[config.mk]
export PLATFORM = sky130hd
export DESIGN_NAME = config_regs_uart_pll_id
export DESIGN_NICKNAME = d
export VERILOG_FILES = /design/src/hw/config_regs_pkg.sv /design/src/hw/config_regs_uart_pll_id.sv
export SDC_FILE = /design/constraint.sdc
export NUM_CORES = 1
export LEC_CHECK = 0
export BUFFER_PORTS_ARGS = -buffer_cell sky130_fd_sc_hd__buf_4
export CORE_ASPECT_RATIO = 1.4
export CORE_MARGIN = 1
export CORE_UTILIZATION = 40
export DETAILED_ROUTE_END_ITERATION = 6
export GPL_ROUTABILITY_DRIVEN = 0
export HOLD_SLACK_MARGIN = 0.03
export PLACE_DENSITY_LB_ADDON = 0.25
export SYNTH_ARGS = -nofsm -noshare
export SYNTH_HDL_FRONTEND = slang
export SYNTH_SLANG_ARGS = --single-unit
[constraint.sdc]
create_clock -name clk -period 1.9 [get_ports clk]
set_input_delay 0.19 -clock clk [delete_from_list [all_inputs] [get_ports clk]]
set_output_delay 0.19 -clock clk [all_outputs]
set_load 0.02 [all_outputs]
[src/hw/config_regs_pkg.sv]
`default_nettype none
package config_regs_pkg;

  // ********************************************
  // register indices
  // ********************************************
  localparam logic [7:0] IDX_RATE_TABLE = 8'h0b;
  localparam logic [7:0] IDX_SERIAL_MODE = 8'h0c;
  localparam logic [7:0] IDX_PART_IDENT = 8'h0d;
  localparam logic [7:0] IDX_SILICON_REV = 8'h0e;
  localparam logic [7:0] IDX_TEST_BITS = 8'h0f;
  localparam logic [7:0] IDX_CLOCK_GEN = 8'h10;
  localparam logic [7:0] IDX_LOOPBACK = 8'h11;

  // ********************************************
  // reset values and fixed codes
  // ********************************************
  localparam logic [7:0] RESET_ZERO = 8'h00;
  localparam logic [7:0] PART_IDENT_CODE = 8'h5a; // arbitrary value
  localparam logic [7:0] SILICON_REV_CODE = 8'h17; // arbitrary value
  localparam logic       SERIAL_OUT_IDLE = 1'h1; // line rests at mark
  localparam logic [3:0] DIV_COUNT_START = 4'h0;

  // ********************************************
  // field positions
  // ********************************************
  localparam int RATE_TABLE_SEL_LO = 0; // low bit of each drive pair
  localparam int RATE_TABLE_SEL_HI = 1; // high bit of each drive pair
  localparam int SM_RX_INVERT = 0;
  localparam int SM_TX_INVERT = 1;
  localparam int SM_HALF_DUPLEX = 2;
  localparam int SM_MODE_LSB = 3;
  localparam int SM_UART1_FAST = 6;
  localparam int SM_UART2_FAST = 7;
  localparam int CG_PLL_GAIN_DOUBLE = 3;
  localparam int CG_PLL_HALT = 4;
  localparam int CG_DIVIDER_HALT = 5;
  localparam int CG_PLL_INPUT_24M = 6;
  localparam int CG_IR_TEST = 7;
  localparam logic [7:0] CG_WRITE_MASK = 8'hf8;
  localparam logic [7:0] LB_WRITE_MASK = 8'h03;
  localparam int LB_IR_LOOPBACK = 0;
  localparam int LB_FDC_TIMEOUT_TEST = 1;

  // ********************************************
  // serial port 2 modes and divider counts
  // ********************************************
  typedef enum logic [2:0] {
    MODE_STANDARD = 3'h0,
    MODE_IRDA     = 3'h1,
    MODE_ASK_IR   = 3'h2
  } uart2_mode_e;
  localparam logic [3:0] DIV_TWELVE_LAST = 4'hb;
  localparam logic [3:0] DIV_THIRTEEN_LAST = 4'hc;

endpackage
`default_nettype wire

[src/hw/config_regs_uart_pll_id.sv]
`timescale 1ns/1ps
`default_nettype none
module config_regs_uart_pll_id (
  input  wire logic       clk,
  input  wire logic       rst_n,
  input  wire logic       cfgMode,
  input  wire logic       indexWe,
  input  wire logic       dataWe,
  input  wire logic       dataRe,
  input  wire logic [7:0] wrData,
  input  wire logic       uart2RxPin,
  input  wire logic       uart2TxCore,
  input  wire logic       serialDivBy13,
  output logic      [7:0] rdData,
  output logic            rdValid,
  output logic      [7:0] indexValue,
  output logic      [1:0] driveZeroRate,
  output logic      [1:0] driveOneRate,
  output logic      [1:0] driveTwoRate,
  output logic      [1:0] driveThreeRate,
  output logic            uart2RxCore,
  output logic            serialOutPin,
  output logic            uart2HalfDuplex,
  output logic      [2:0] uart2Mode,
  output logic            uart2ModeIrda,
  output logic            uart2ModeAsk,
  output logic            uart1HighSpeed,
  output logic            uart2HighSpeed,
  output logic      [7:0] testBitsOut,
  output logic            pllGainDouble,
  output logic            pllHalt,
  output logic            serialClkDividerHalt,
  output logic            pllInput24m,
  output logic            irTestRoute,
  output logic            irLoopback,
  output logic            fdcTimeoutTest,
  output logic            uartClkEn
);

  // ********************************************
  // state
  // ********************************************
  typedef struct packed {
    logic [7:0] idx;
    logic [7:0] rateTable;
    logic [7:0] serialMode;
    logic [7:0] testBits;
    logic [7:0] clockGen;
    logic [7:0] loopback;
    logic [7:0] rdData;
    logic       rdValid;
    logic       rxCore;
    logic       serialOut;
    logic [3:0] divCnt;
    logic       divPulse;
  } state_s;

  state_s q;
  state_s d;

  // read mux; unmapped indices answer zero
  function automatic logic [7:0] readReg(input state_s s);
    logic [7:0] v;
    v = 8'h00;
    case (s.idx)
      config_regs_pkg::IDX_RATE_TABLE:  v = s.rateTable;
      config_regs_pkg::IDX_SERIAL_MODE: v = s.serialMode;
      config_regs_pkg::IDX_PART_IDENT:  v = config_regs_pkg::PART_IDENT_CODE;
      config_regs_pkg::IDX_SILICON_REV: v = config_regs_pkg::SILICON_REV_CODE;
      config_regs_pkg::IDX_TEST_BITS:   v = s.testBits;
      config_regs_pkg::IDX_CLOCK_GEN:   v = s.clockGen & config_regs_pkg::CG_WRITE_MASK;
      config_regs_pkg::IDX_LOOPBACK:    v = s.loopback & config_regs_pkg::LB_WRITE_MASK;
      default:                          v = 8'h00;
    endcase
    return v;
  endfunction

  // ********************************************
  // next state
  // ********************************************
  // a data access in the same cycle as an index write uses the old index
  always_comb begin
    logic [3:0] divLast;
    divLast = 4'h0;
    d = q;
    d.rdValid = 1'b0;
    if (cfgMode && indexWe) begin
      d.idx = wrData;
    end
    // register writes only in config mode, steered by the index
    if (cfgMode && dataWe) begin
      case (q.idx)
        config_regs_pkg::IDX_RATE_TABLE:  d.rateTable = wrData;
        config_regs_pkg::IDX_SERIAL_MODE: d.serialMode = wrData;
        config_regs_pkg::IDX_TEST_BITS:   d.testBits = wrData;
        config_regs_pkg::IDX_CLOCK_GEN: begin
          d.clockGen = wrData & config_regs_pkg::CG_WRITE_MASK;
        end
        config_regs_pkg::IDX_LOOPBACK: begin
          d.loopback = wrData & config_regs_pkg::LB_WRITE_MASK;
        end
        default: d.idx = d.idx; // ident, revision, unmapped: no effect
      endcase
    end
    // reads also only in config mode
    if (cfgMode && dataRe) begin
      d.rdValid = 1'b1;
      d.rdData = readReg(q);
    end
    // polarity applied on the port 2 receive path
    d.rxCore = uart2RxPin ^ q.serialMode[config_regs_pkg::SM_RX_INVERT];
    // ir test shows both directions on the pin, combined as a wired-and
    if (q.clockGen[config_regs_pkg::CG_IR_TEST]) begin
      d.serialOut = uart2RxPin & uart2TxCore;
    end else begin
      d.serialOut = uart2TxCore ^ q.serialMode[config_regs_pkg::SM_TX_INVERT];
    end
    // divide by 12 or 13 enable; held in reset while halted
    divLast = serialDivBy13 ? config_regs_pkg::DIV_THIRTEEN_LAST
                            : config_regs_pkg::DIV_TWELVE_LAST;
    if (q.clockGen[config_regs_pkg::CG_DIVIDER_HALT]) begin
      d.divCnt = 4'h0;
      d.divPulse = 1'b0;
    end else if (q.divCnt >= divLast) begin
      d.divCnt = 4'h0;
      d.divPulse = 1'b1;
    end else begin
      d.divCnt = q.divCnt + 4'h1;
      d.divPulse = 1'b0;
    end
  end

  // ********************************************
  // registers
  // ********************************************
  // power-up and hardware reset share one reset input
  always_ff @(posedge clk) begin
    if (!rst_n) begin
      q.idx <= config_regs_pkg::RESET_ZERO;
      q.rateTable <= config_regs_pkg::RESET_ZERO;
      q.serialMode <= config_regs_pkg::RESET_ZERO;
      q.testBits <= config_regs_pkg::RESET_ZERO;
      q.clockGen <= config_regs_pkg::RESET_ZERO;
      q.loopback <= config_regs_pkg::RESET_ZERO;
      q.rdData <= config_regs_pkg::RESET_ZERO;
      q.rdValid <= 1'h0;
      q.rxCore <= 1'h0;
      q.serialOut <= config_regs_pkg::SERIAL_OUT_IDLE;
      q.divCnt <= config_regs_pkg::DIV_COUNT_START;
      q.divPulse <= 1'h0;
    end else begin
      q <= d;
    end
  end

  // ********************************************
  // outputs
  // ********************************************
  // drive pairs, drive zero in the lowest pair
  assign driveZeroRate = q.rateTable[1:0];
  assign driveOneRate = q.rateTable[3:2];
  assign driveTwoRate = q.rateTable[5:4];
  assign driveThreeRate = q.rateTable[7:6];

  // register readback and the live index
  assign rdData = q.rdData;
  assign rdValid = q.rdValid;
  assign indexValue = q.idx;

  // serial port controls
  assign uart2RxCore = q.rxCore;
  assign serialOutPin = q.serialOut;
  assign uart2HalfDuplex = q.serialMode[config_regs_pkg::SM_HALF_DUPLEX];
  assign uart2Mode = q.serialMode[config_regs_pkg::SM_MODE_LSB +: 3];
  // reserved mode codes fall back to neither infrared flag
  assign uart2ModeIrda = (uart2Mode == config_regs_pkg::MODE_IRDA);
  assign uart2ModeAsk = (uart2Mode == config_regs_pkg::MODE_ASK_IR);
  assign uart1HighSpeed = q.serialMode[config_regs_pkg::SM_UART1_FAST];
  assign uart2HighSpeed = q.serialMode[config_regs_pkg::SM_UART2_FAST];

  // test bits are visible but steer nothing here
  assign testBitsOut = q.testBits;

  // clock generator and loopback controls
  assign pllGainDouble = q.clockGen[config_regs_pkg::CG_PLL_GAIN_DOUBLE];
  assign pllHalt = q.clockGen[config_regs_pkg::CG_PLL_HALT];
  assign serialClkDividerHalt = q.clockGen[config_regs_pkg::CG_DIVIDER_HALT];
  assign pllInput24m = q.clockGen[config_regs_pkg::CG_PLL_INPUT_24M];
  assign irTestRoute = q.clockGen[config_regs_pkg::CG_IR_TEST];
  assign irLoopback = q.loopback[config_regs_pkg::LB_IR_LOOPBACK];
  assign fdcTimeoutTest = q.loopback[config_regs_pkg::LB_FDC_TIMEOUT_TEST];
  assign uartClkEn = q.divPulse;

  logic [7:0] idxVal;
  assign idxVal = q.idx;
endmodule
`default_nettype wire

Yosys cells after proc, flatten, opt, wreduce, memory -nomap -nowiden
Index checks and enable logic that the tools add are counted.

word-level totals
  register bits = 55
  bits of input ports = 17
  output and inout port bits = 51
  word-level logic and storage cells = 43

cells by class
  add/subtract/negate cells = 1
  $lt $le $gt $ge = 1
  eq/ne operators = 9
  mux-type cells = 6
  bitwise logic cells = 4
  reductions and logical operators = 10

operator list
  operator                                        number
  case mux 8 bit (7 select lines)                 1
  == test 8 x 4 -> 1 bit (second input constant)  5
  == test 8 x 5 -> 1 bit (second input constant)  2
  AND reduction 2 bit                             5
  2-to-1 mux 8 bit                                1
  adder 4 x 1 -> 4 bit (second input constant)    1
  greater-or-equal comparator 4 bit               1
  == test 3 x 1 -> 1 bit (second input constant)  1
  == test 3 x 2 -> 1 bit (second input constant)  1
  logical AND 1 bit                               3
  2-to-1 mux 1 bit                                3
  2-to-1 mux 3 bit                                1
  OR reduction 3 bit                              1
  OR reduction 2 bit                              1
  bitwise XOR 1 bit                               2
  bitwise AND 1 bit                               1
  NOT 1 bit                                       1

Logic depth before layout (Yosys ltp)
Gate-level depths: netlist (run 1).

  depth in word-level cells = 3
  gate-level depth with buffers = 8
  mapped depth without buffers = 7

Worst setup path after synthesis (run 1)
Ideal clock, no wire load.

  path type = reg-to-reg
  start = reg q (netlist bit indexValue[7])
  end = reg q (netlist bit testBitsOut[0])
  data arrival time = 1.530 ns
  required time = 1.784 ns
  setup slack = 0.254 ns
  stages on the path, launching flop included = 7
  buffers on the path = 1
  cell sequence = dfxtp_1 or3_1 buf_2 nor3_4 nand4_4 mux2i_1 nor2b_1

on the way
  longest elaborated chain between the ends = 2

RTL lines
  element                        line                           source
  start: declaration             config_regs_uart_pll_id.sv:58  state_s q;
  == test 8 x 4 -> 1 bit         config_regs_uart_pll_id.sv:92  case (q.idx)
  AND reduction 2 bit (no line)  -

No other way between the ends.
A chain may end at the register's enable or synchronous reset.

Worst setup path after layout (run 1)
  start = reg q (netlist bit indexValue[6])
  end = reg q (netlist bit driveZeroRate[0])

The elaborated chain is that of the path after synthesis.

==> results of run 1 <==
[power groups by stage]
stage | Clock [uW] | Combinational, uW | Sequential [uW]
2_1_floorplan | 0 | 136 | 1210
6_report | 669 | 234 | 1190
3_3_place_gp | 0 | 229 | 1210
4_1_cts | 679 | 232 | 1190
5_1_grt | 712 | 254 | 1190
3_5_place_dp | 0 | 232 | 1210
[how the worst max path moves through the flow]
stage | start | endpoint | slack, ps
global route | indexValue[6]$_SDFFE_PN0P_ | driveTwoRate[0]$_SDFFE_PN0P_ | 20
finish | indexValue[6]$_SDFFE_PN0P_ | driveZeroRate[0]$_SDFFE_PN0P_ | 140
floorplan | indexValue[7]$_SDFFE_PN0P_ | testBitsOut[0]$_SDFFE_PN0P_ | 250
CTS | indexValue[7]$_SDFFE_PN0P_ | uart2HighSpeed$_SDFFE_PN0P_ | 20
global placement | indexValue[7]$_SDFFE_PN0P_ | uart2HalfDuplex$_SDFFE_PN0P_ | 80
detailed placement | indexValue[7]$_SDFFE_PN0P_ | uart2HighSpeed$_SDFFE_PN0P_ | 20
[per-layer routing]
metal	up-vias	wire (um)	global-route usage (%)
met5	-	0	0
met3	8	304	3.20
met4	0	114	7.39
met2	56	3510	33.8
li1	1152	-	-
met1	1081	3000	24.8
[metrics by stage]
stage	setup slack (ps)	util (%)	power [uW]	instance area [um^2]
3_3_place_gp	76.2	47.7	1440	3180
5_1_grt	23.9	49.2	2160	3280
4_1_cts	24.3	49.1	2100	3270
6_report	135	49.2	2090	3280
3_5_place_dp	16.9	47.7	1450	3180
2_1_floorplan	254	-	1350	2780
[sequential cells by signal, indices dropped and copies added, names as in the netlist, 2 cells and up]
| signal | flops |
|---|---|
| driveZeroRate | 2 |
| driveTwoRate | 2 |
| testBitsOut | 8 |
| q | 6 |
| uart2Mode | 3 |
| driveOneRate | 2 |
| indexValue | 8 |
| rdData | 8 |
| driveThreeRate | 2 |
[worst register-to-register path, stage by stage, from the launching register on]
cell      delay (ps)
dfxtp_1          330
buf_4            140
or4_1            430
nor3_2           200
and3_1           370
nand2_1           90
a21boi_1         140
[final cells by class]
cell class | count | share of cell area, %
Tap cell | 92 | 3.51
Inverter | 5 | 0.573
Clock buffer | 6 | 2.21
Clock inverter | 2 | 0.496
Multi-Input combinational cell | 209 | 40.4
Timing Repair Buffer | 84 | 19.2
Sequential cell | 55 | 33.6
[cells by family after synthesis]
kind of cell	count (synthesis)	share of synthesized area [%]
multiplexers	12	4.41
AO/OA/AOI/OAI	65	16.7
adder cells (fa/ha/maj)	4	1.80
flip-flops	55	39.6
buffers and inverters	58	13.1
XOR/XNOR	4	1.26
AND/OR/NAND/NOR	124	23.1
[cells in the final DEF (no fill, tap or decap), types with 5 or more instances in the layout]
cell type   n
nand3_1    20
nand2_1    56
inv_1       5
dfxtp_1    55
nor2_1      8
clkbuf_8    5
a32oi_1     5
nor2b_1    13
a21boi_0   23
mux2i_1    10
a21boi_1    8
buf_4      84
o21ai_0    11
[timing repair]
action / in CTS / in global routing
resized for setup: 0 / 3
hold endpoints to repair: 0 / 0
setup endpoints to repair: 0 / 10
==> impl_metrics.csv, run 1 <==
group,metric,value,unit
status,status,"complete, no violations",
cts,root_buffer,"clkbuf_8",
timing,fin_crit_sh,92.9,%
finish,antenna_cells,0,
timing,holdWs,135,ps
drt,vias,2297,
synth,ys_seq_area_share,39.6,%
drt,post_drt_wl_per_cell,15.3,um
die,die_h,101,um
hold_path,hp-class,"in2reg",
setup_path,ff2ff_setup_slack,140,ps
synth,ys_async_sr_fraction,0,%
job,cap_violations,0,
power_and_ir_drop,powerDensity,638,nW/um^2
cts,clk_pin_slew,100,ps
die,die-area,7290,um^2
setup_path,r2r_cells,6,
synth,synth.area.top_cells,"dfxtp_1, buf_4, nand2_1, a21boi_0, nand3_1",
finish,num-fill-cells,666,
power_and_ir_drop,peakVddDrop,381,uV
setup_path,slowest_delay,430,ps
synth,synth-main-ff-cell,"dfxtp_1",
drt,vias_per_cell,5.07,
synth,netlist.area_leader.share,39.6,%
setup_path,required,2150,ps
power_and_ir_drop,p_clk_share,32.0,%
grt,antenna_found_initial,0,
grt,first_global_vias,2182,
setup_path,path_depth,6,
drt,routed_wl,6920,um
finish,nNetsFinal,381,
cts,post_cts_buffers,0,
timing,slew_viol_final,0,
setup_path,crit_slowest_cell,"or4_1",
hold_path,hold_end,"serialOutPin$_SDFF_PN1_",
synth,synth.distinct_cells,45,
finish,multiInputGateArea,1320,um^2
grt,grt_pass1_wl,11100,um
timing,finalSetupViolCount,0,
drt,drc_errors,0,
grt,grt_remaining_overflow,0,
synth,synth_edf_count,0,
synth,postSynthCellCount,322,
placement,dp_hpwl,5150,um
power_and_ir_drop,static-leakage-power,0.00136,uW
synth,syn_nets,343,
drt,drtPass1Iterations,4,
cts,clock_path_buffers,2,
timing,fin_skew,11.5,ps
timing,max_freq,567,MHz
cts,cts_buffers,5,
hold_path,hold_depth,3,
die,start_util,41.7,%
synth,synth_top_area_cell,"dfxtp_1",
synth,synth_common_cells,"nand2_1, dfxtp_1, buf_4",
drt,first_iter_violations,162,
setup_path,r2r_start,"indexValue[6]$_SDFFE_PN0P_",
setup_path,regToRegEndpoint,"driveZeroRate[0]$_SDFFE_PN0P_",
setup_path,startpoint_type,"register",
die,dieWidth,72.4,um
cts,cts-hold-fix-buffers,0,
power_and_ir_drop,pwr-share-seq,56.8,%
finish,register_area,1100,um^2
finish,layout-drive-gt1-share,28.0,%
setup_path,worst-path-buf-inv,1,
setup_path,cp-end-kind,"register",
placement,dp_cells,445,
setup_path,critPathKind,"reg2reg",
timing,max_slew.worst_pin.slew,431,ps
die,io_pins,68,
power_and_ir_drop,combPwrFrac,11.2,%
setup_path,cp.arrival,2010,ps
placement,port-buffer-count,67,
die,coreArea,6660,um^2
cts,htree_levels,2,
power_and_ir_drop,p_int,1540,uW
grt,grt_max_degree,45,
finish,fin_cells,453,
setup_path,crit_family,"simple AND/OR/NAND/NOR gates",
synth,synth-seq-cells,55,
timing,finalCriticalPeriod,1760,ps
power_and_ir_drop,swShare,26.4,%
cts,cts_tree,"done",
synth,avgSynthCellArea,8.63,um^2
hold_path,worstHoldStart,"uart2TxCore",
drt,final_antenna_net_count,0,
cts,cts_sinks,55,
cts,clk_latency,320,ps
setup_path,crit_fanout,8,
synth,syn_area,2780,um^2
die,placementRows,35,
timing,setup_tns,0,ps
grt,gr-usage-all-layers,19.8,%
timing,relSlewSlack,71.0,%
setup_path,path_cells,"buf_4, or4_1, nor3_2, and3_1, nand2_1, a21boi_1",
finish,syn2layout_area_growth,18.0,%
power_and_ir_drop,p_sw,553,uW
timing,rsz0062_at_grt,"false",
synth,synth_most_common_cell,"nand2_1",
synth,ys_warn_count,0,
timing,hold_violations,0,
No activity file was read; power rests on OpenSTA's default activity.
==> inputs of run 2 (changes only) <==
--- a/config.mk
+++ b/config.mk
@@ -6,9 +6,11 @@
 export NUM_CORES = 1
 export LEC_CHECK = 0
 export BUFFER_PORTS_ARGS = -buffer_cell sky130_fd_sc_hd__buf_4
+export CELL_PAD_IN_SITES_DETAIL_PLACEMENT = 0
+export CELL_PAD_IN_SITES_GLOBAL_PLACEMENT = 1
 export CORE_ASPECT_RATIO = 1.4
 export CORE_MARGIN = 1
-export CORE_UTILIZATION = 40
+export CORE_UTILIZATION = 30
 export DETAILED_ROUTE_END_ITERATION = 6
 export GPL_ROUTABILITY_DRIVEN = 0
 export HOLD_SLACK_MARGIN = 0.03
==> run 2 against run 1 <==
Setup slack got worse by 14 ps. First-iteration DRC count fell by 51%. Routed wire length rose by 13%. Total power rose by 19%. Combinational power rose by 4%. Non-clock buffer count rose by 5. Sequential power barely moved. Clock skew fell by 6.5 ps. Clock-buffer cell count did not move. Register-to-register slack barely moved. Final area rose by 4.5%. Utilization fell by 11 points. Critical path type unchanged. Critical endpoint is now driveOneRate[1]$_SDFFE_PN0P_. Largest power group unchanged. Highest routed layer unchanged.
==> impl_metrics.csv, run 2 (same netlist as run 1, synthesis figures left out) <==
group,metric,value,unit
timing,slew_viol_final,0,
timing,setup_tns,0,ps
drt,final_antenna_net_count,0,
power_and_ir_drop,static-leakage-power,0.00143,uW
drt,drtPass1Iterations,4,
finish,num-fill-cells,947,
die,placementRows,41,
job,cap_violations,0,
grt,use_met1,20.7,%
setup_path,cp-startpoint,"indexValue[7]$_SDFFE_PN0P_",
timing,rsz0062_at_grt,"false",
grt,grt_remaining_overflow,0,
power_and_ir_drop,peakVddDrop,298,uV
setup_path,crit_slowest_cell,"or4_1",
cts,cts-hold-fix-buffers,0,
finish,syn2layout_area_growth,23.3,%
timing,hold_violations,0,
die,die-area,9660,um^2
grt,use_met2,29.1,%
setup_path,critPathKind,"reg2reg",
drt,post_drt_wl_per_cell,16.5,um
cts,root_buffer,"clkbuf_16",
drt,first_iter_violations,80,
cts,cts_buffers,5,
setup_path,cp-end-kind,"register",
cts,clk_pin_slew,70,ps
power_and_ir_drop,finalPower,2480,uW
finish,nNetsFinal,386,
setup_path,required,2130,ps
die,die_h,116,um
timing,max_freq,562,MHz
placement,dp_hpwl,5960,um
setup_path,crit_fanout,8,
cts,cts_sinks,55,
grt,gr-usage-all-layers,16.7,%
die,io_pins,68,
die,start_util,30.8,%
drt,drc_errors,0,
hold_path,worstHoldStart,"uart2TxCore",
drt,routed_wl,7810,um
cts,htree_levels,2,
drt,vias,2370,
cts,cts_tree,"done",
finish,layout_commonest_cell,"buf_4",
setup_path,slowest_delay,540,ps
setup_path,startpoint_type,"register",
cts,clock_path_buffers,2,
hold_path,hp-class,"in2reg",
grt,grt_max_degree,45,
grt,first_global_vias,2220,
setup_path,path_cells,"buf_4, or4_1, nor3_2, and3_4, nand2_1, a21boi_1",
finish,final_cell_mix,"buf_4, nand2_1, dfxtp_1, a21boi_0, nand3_1",
timing,fin_crit_sh,93.6,%
setup_path,r2r_start,"indexValue[7]$_SDFFE_PN0P_",
power_and_ir_drop,powerDensity,724,nW/um^2
grt,grt_use_met3,3.13,%
grt,busiest_layer,"met2",
timing,max_slew.worst_pin.slew,437,ps
timing,finalCriticalPeriod,1780,ps
grt,grt_pass1_wl,12300,um
finish,layout-drive-gt1-share,29.0,%
finish,antenna_cells,0,
cts,clk_latency,300,ps
timing,relSlewSlack,70.6,%
cts,post_cts_buffers,0,
placement,port-buffer-count,67,
die,dieWidth,83.3,um
setup_path,cp.arrival,2010,ps
timing,fin_skew,4.97,ps
status,status,"complete, no violations",
grt,antenna_found_initial,0,
die,coreArea,9030,um^2
cts,cts_resized,0,
timing,finalSetupViolCount,0,
drt,vias_per_cell,5.01,
-- run 2: final cells by class --
cell class	instances	area, um^2	area share [%]
multi-input cells	209	1330	38.7
flip-flops and latches	55	1100	32.1
repair buffers	89	681	19.9
well taps	107	134	3.91
clock buffers	6	129	3.76
clock inverters	2	38.8	1.13
inverters	5	18.8	0.548
-- run 2: path summary, 6_finish.rpt --
kind | to | cells past startpoint | slack, ps
worst max register to register | driveOneRate[1]$_SDFFE_PN0P_ | 6 | 120
worst min register to register | rdData[0]$_SDFFE_PN0P_ | 2 | 460
worst max-delay path | driveOneRate[1]$_SDFFE_PN0P_ | 6 | 120
worst min-delay path | serialOutPin$_SDFF_PN1_ | 3 | 170
-- run 2: per-layer routing --
| layer | vias to the layer above | part of all wire [%] |
|---|---|---|
| li1 | 1163 | - |
| met1 | 1144 | 44 |
| met2 | 57 | 51 |
| met3 | 6 | 3.5 |
| met4 | 0 | 1.5 |
| met5 | - | 0 |
-- run 2: power by group --
part           total [uW]  internal, uW  switching, uW
registers            1180          1170           14.8
clock network        1050           628            425
logic                 244           105            139
-- run 2: critical path: cells and delay by family (launching register included) --
family                 cells  cell delay, ps
AND/OR/NAND/NOR            4            1110
flip-flops                 1             310
AO/OA/AOI/OAI              1             150
buffers and inverters      1             140
-- run 2: stage by stage --
stage | instances | hold slack [ps] | setup WS (ps) | util, % | cell area, um^2
floorplan | 322 | 329 | 254 | - | 2780
global placement | 465 | 446 | 89.2 | 36.0 | 3250
detailed placement | 465 | 449 | 50.3 | 36.0 | 3250
CTS | 473 | 160 | 36.4 | 37.8 | 3410
global route | 473 | 182 | 11.6 | 38.0 | 3430
finish | 473 | 167 | 121 | 38.0 | 3430
==> inputs of run 3 (changes only) <==
--- a/config.mk
+++ b/config.mk
@@ -8,7 +8,7 @@
 export BUFFER_PORTS_ARGS = -buffer_cell sky130_fd_sc_hd__buf_4
 export CELL_PAD_IN_SITES_DETAIL_PLACEMENT = 0
 export CELL_PAD_IN_SITES_GLOBAL_PLACEMENT = 1
-export CORE_ASPECT_RATIO = 1.4
+export CORE_ASPECT_RATIO = 0.6
 export CORE_MARGIN = 1
 export CORE_UTILIZATION = 30
 export DETAILED_ROUTE_END_ITERATION = 6
==> run 3 against run 2 <==
Sequential power about the same. Flip-flop and latch count unchanged. Non-clock buffer count up 3. Maximum frequency down 1.7%. Global-route usage up 2.2 points. Highest routed layer unchanged.
==> impl_metrics.csv, run 3 (same netlist as run 1, synthesis figures left out) <==
group,metric,value,unit
timing,fin_skew,4.74,ps
cts,cts_sinks,55,
timing,finalSetupViolCount,0,
die,start_util,31.8,%
cts,root_buffer,"clkbuf_16",
finish,num-fill-cells,890,
cts,cts-hold-fix-buffers,0,
grt,first_global_vias,2350,
finish,post-route-util,39.6,%
drt,post_drt_wl_per_cell,18.1,um
timing,setup_tns,0,ps
power_and_ir_drop,static-leakage-power,0.00145,uW
drt,first_iter_violations,184,
setup_path,crit_fanout,3,
power_and_ir_drop,peakVddDrop,337,uV
finish,syn2layout_area_growth,24.6,%
timing,max_slew.worst_pin.slew,541,ps
drt,vias,2431,
timing,fin_ws,91.0,ps
finish,layout_commonest_cell,"buf_4",
setup_path,cp-end-kind,"register",
die,io_pins,68,
timing,hold_violations,0,
die,die_h,76.6,um
finish,final_cell_mix,"buf_4, nand2_1, dfxtp_1, a21boi_0, nand3_1",
drt,drc_errors,0,
job,cap_violations,0,
placement,dp_hpwl,6680,um
cts,clk_latency,300,ps
grt,gr-usage-all-layers,19.0,%
cts,clk_pin_slew,70,ps
setup_path,critPathKind,"reg2reg",
placement,port-buffer-count,67,
drt,final_antenna_net_count,0,
placement,pre_cts_slack,17.8,ps
die,die-area,9660,um^2
finish,layout-drive-gt1-share,30.7,%
hold_path,hp-class,"in2reg",
timing,relSlewSlack,63.6,%
grt,grt_max_degree,45,
setup_path,cp.arrival,2060,ps
grt,grt_remaining_overflow,0,
finish,antenna_cells,0,
drt,drtPass1Iterations,4,
cts,clock_path_buffers,2,
cts,cts_tree,"done",
grt,antenna_found_initial,0,
drt,vias_per_cell,5.06,
timing,max_freq,553,MHz
finish,nNetsFinal,389,
timing,fin_crit_sh,95.2,%
setup_path,startpoint_type,"register",
die,dieWidth,126,um
timing,slew_viol_final,0,
grt,grt_pass1_wl,13700,um
die,placementRows,26,
cts,htree_levels,2,
status,status,"complete, no violations",
timing,finalCriticalPeriod,1810,ps
drt,routed_wl,8710,um
die,coreArea,8750,um^2
power_and_ir_drop,powerDensity,717,nW/um^2
cts,cts_buffers,5,
setup_path,required,2150,ps
==> run 3: timing repair <==
item | CTS | global route
pin swaps | 0 | 6
resized for setup | 1 | 10
setup endpoints to repair | 1 | 29
buffers inserted | 0 | 1
==> run 3: critical path, stage by stage (launching register included) <==
cell,delay (ps)
dfxtp_1,310
buf_4,140
or4_4,550
nor3_4,230
buf_4,160
a32oi_2,70
a31oi_1,190
a221o_1,120
==> run 3: final timing paths <==
kind / from / endpoint / slack, ps / cells after the start
max: indexValue[6]$_SDFFE_PN0P_ / rdData[4]$_SDFFE_PN0P_ / 90 / 7
min: uart2RxPin / serialOutPin$_SDFF_PN1_ / 160 / 3
max reg2reg: indexValue[6]$_SDFFE_PN0P_ / rdData[4]$_SDFFE_PN0P_ / 90 / 7
min reg2reg: rdData[3]$_SDFFE_PN0P_ / rdData[3]$_SDFFE_PN0P_ / 450 / 2
==> run 3: final cells by class <==
class	count	area [um^2]	area share (%)
Sequential cell	55	1100	31.8
Clock inverter	1	30.0	0.867
Tap cell	112	140	4.05
Clock buffer	6	129	3.72
Multi-Input combinational cell	209	1350	38.9
Timing Repair Buffer	92	694	20.1
Inverter	5	18.8	0.542
==> run 3: metrics by stage <==
stage / hold slack (ps) / instance area, um^2 / instances / total power (uW)
detailed placement: 445 / 3260 / 472 / 1460
global placement: 442 / 3260 / 472 / 1460
finish: 164 / 3460 / 480 / 2480
CTS: 164 / 3420 / 479 / 2500
floorplan: 329 / 2780 / 322 / 1350
global route: 194 / 3460 / 480 / 2570
==> run 3: power breakdown <==
group	total (uW)	switching (uW)	internal, uW
logic	258	149	110
registers	1190	15.9	1170
clock network	1040	421	616
total	2480	585	1900
==> run 3: per-layer routing <==
metal / global-route usage [%] / wire (um) / vias up
met5: 0 / 0 / -
met4: 4.70 / 80 / 0
met3: 4.85 / 531 / 7
met2: 25.4 / 3310 / 84
met1: 29.2 / 4780 / 1172
li1: - / - / 1168
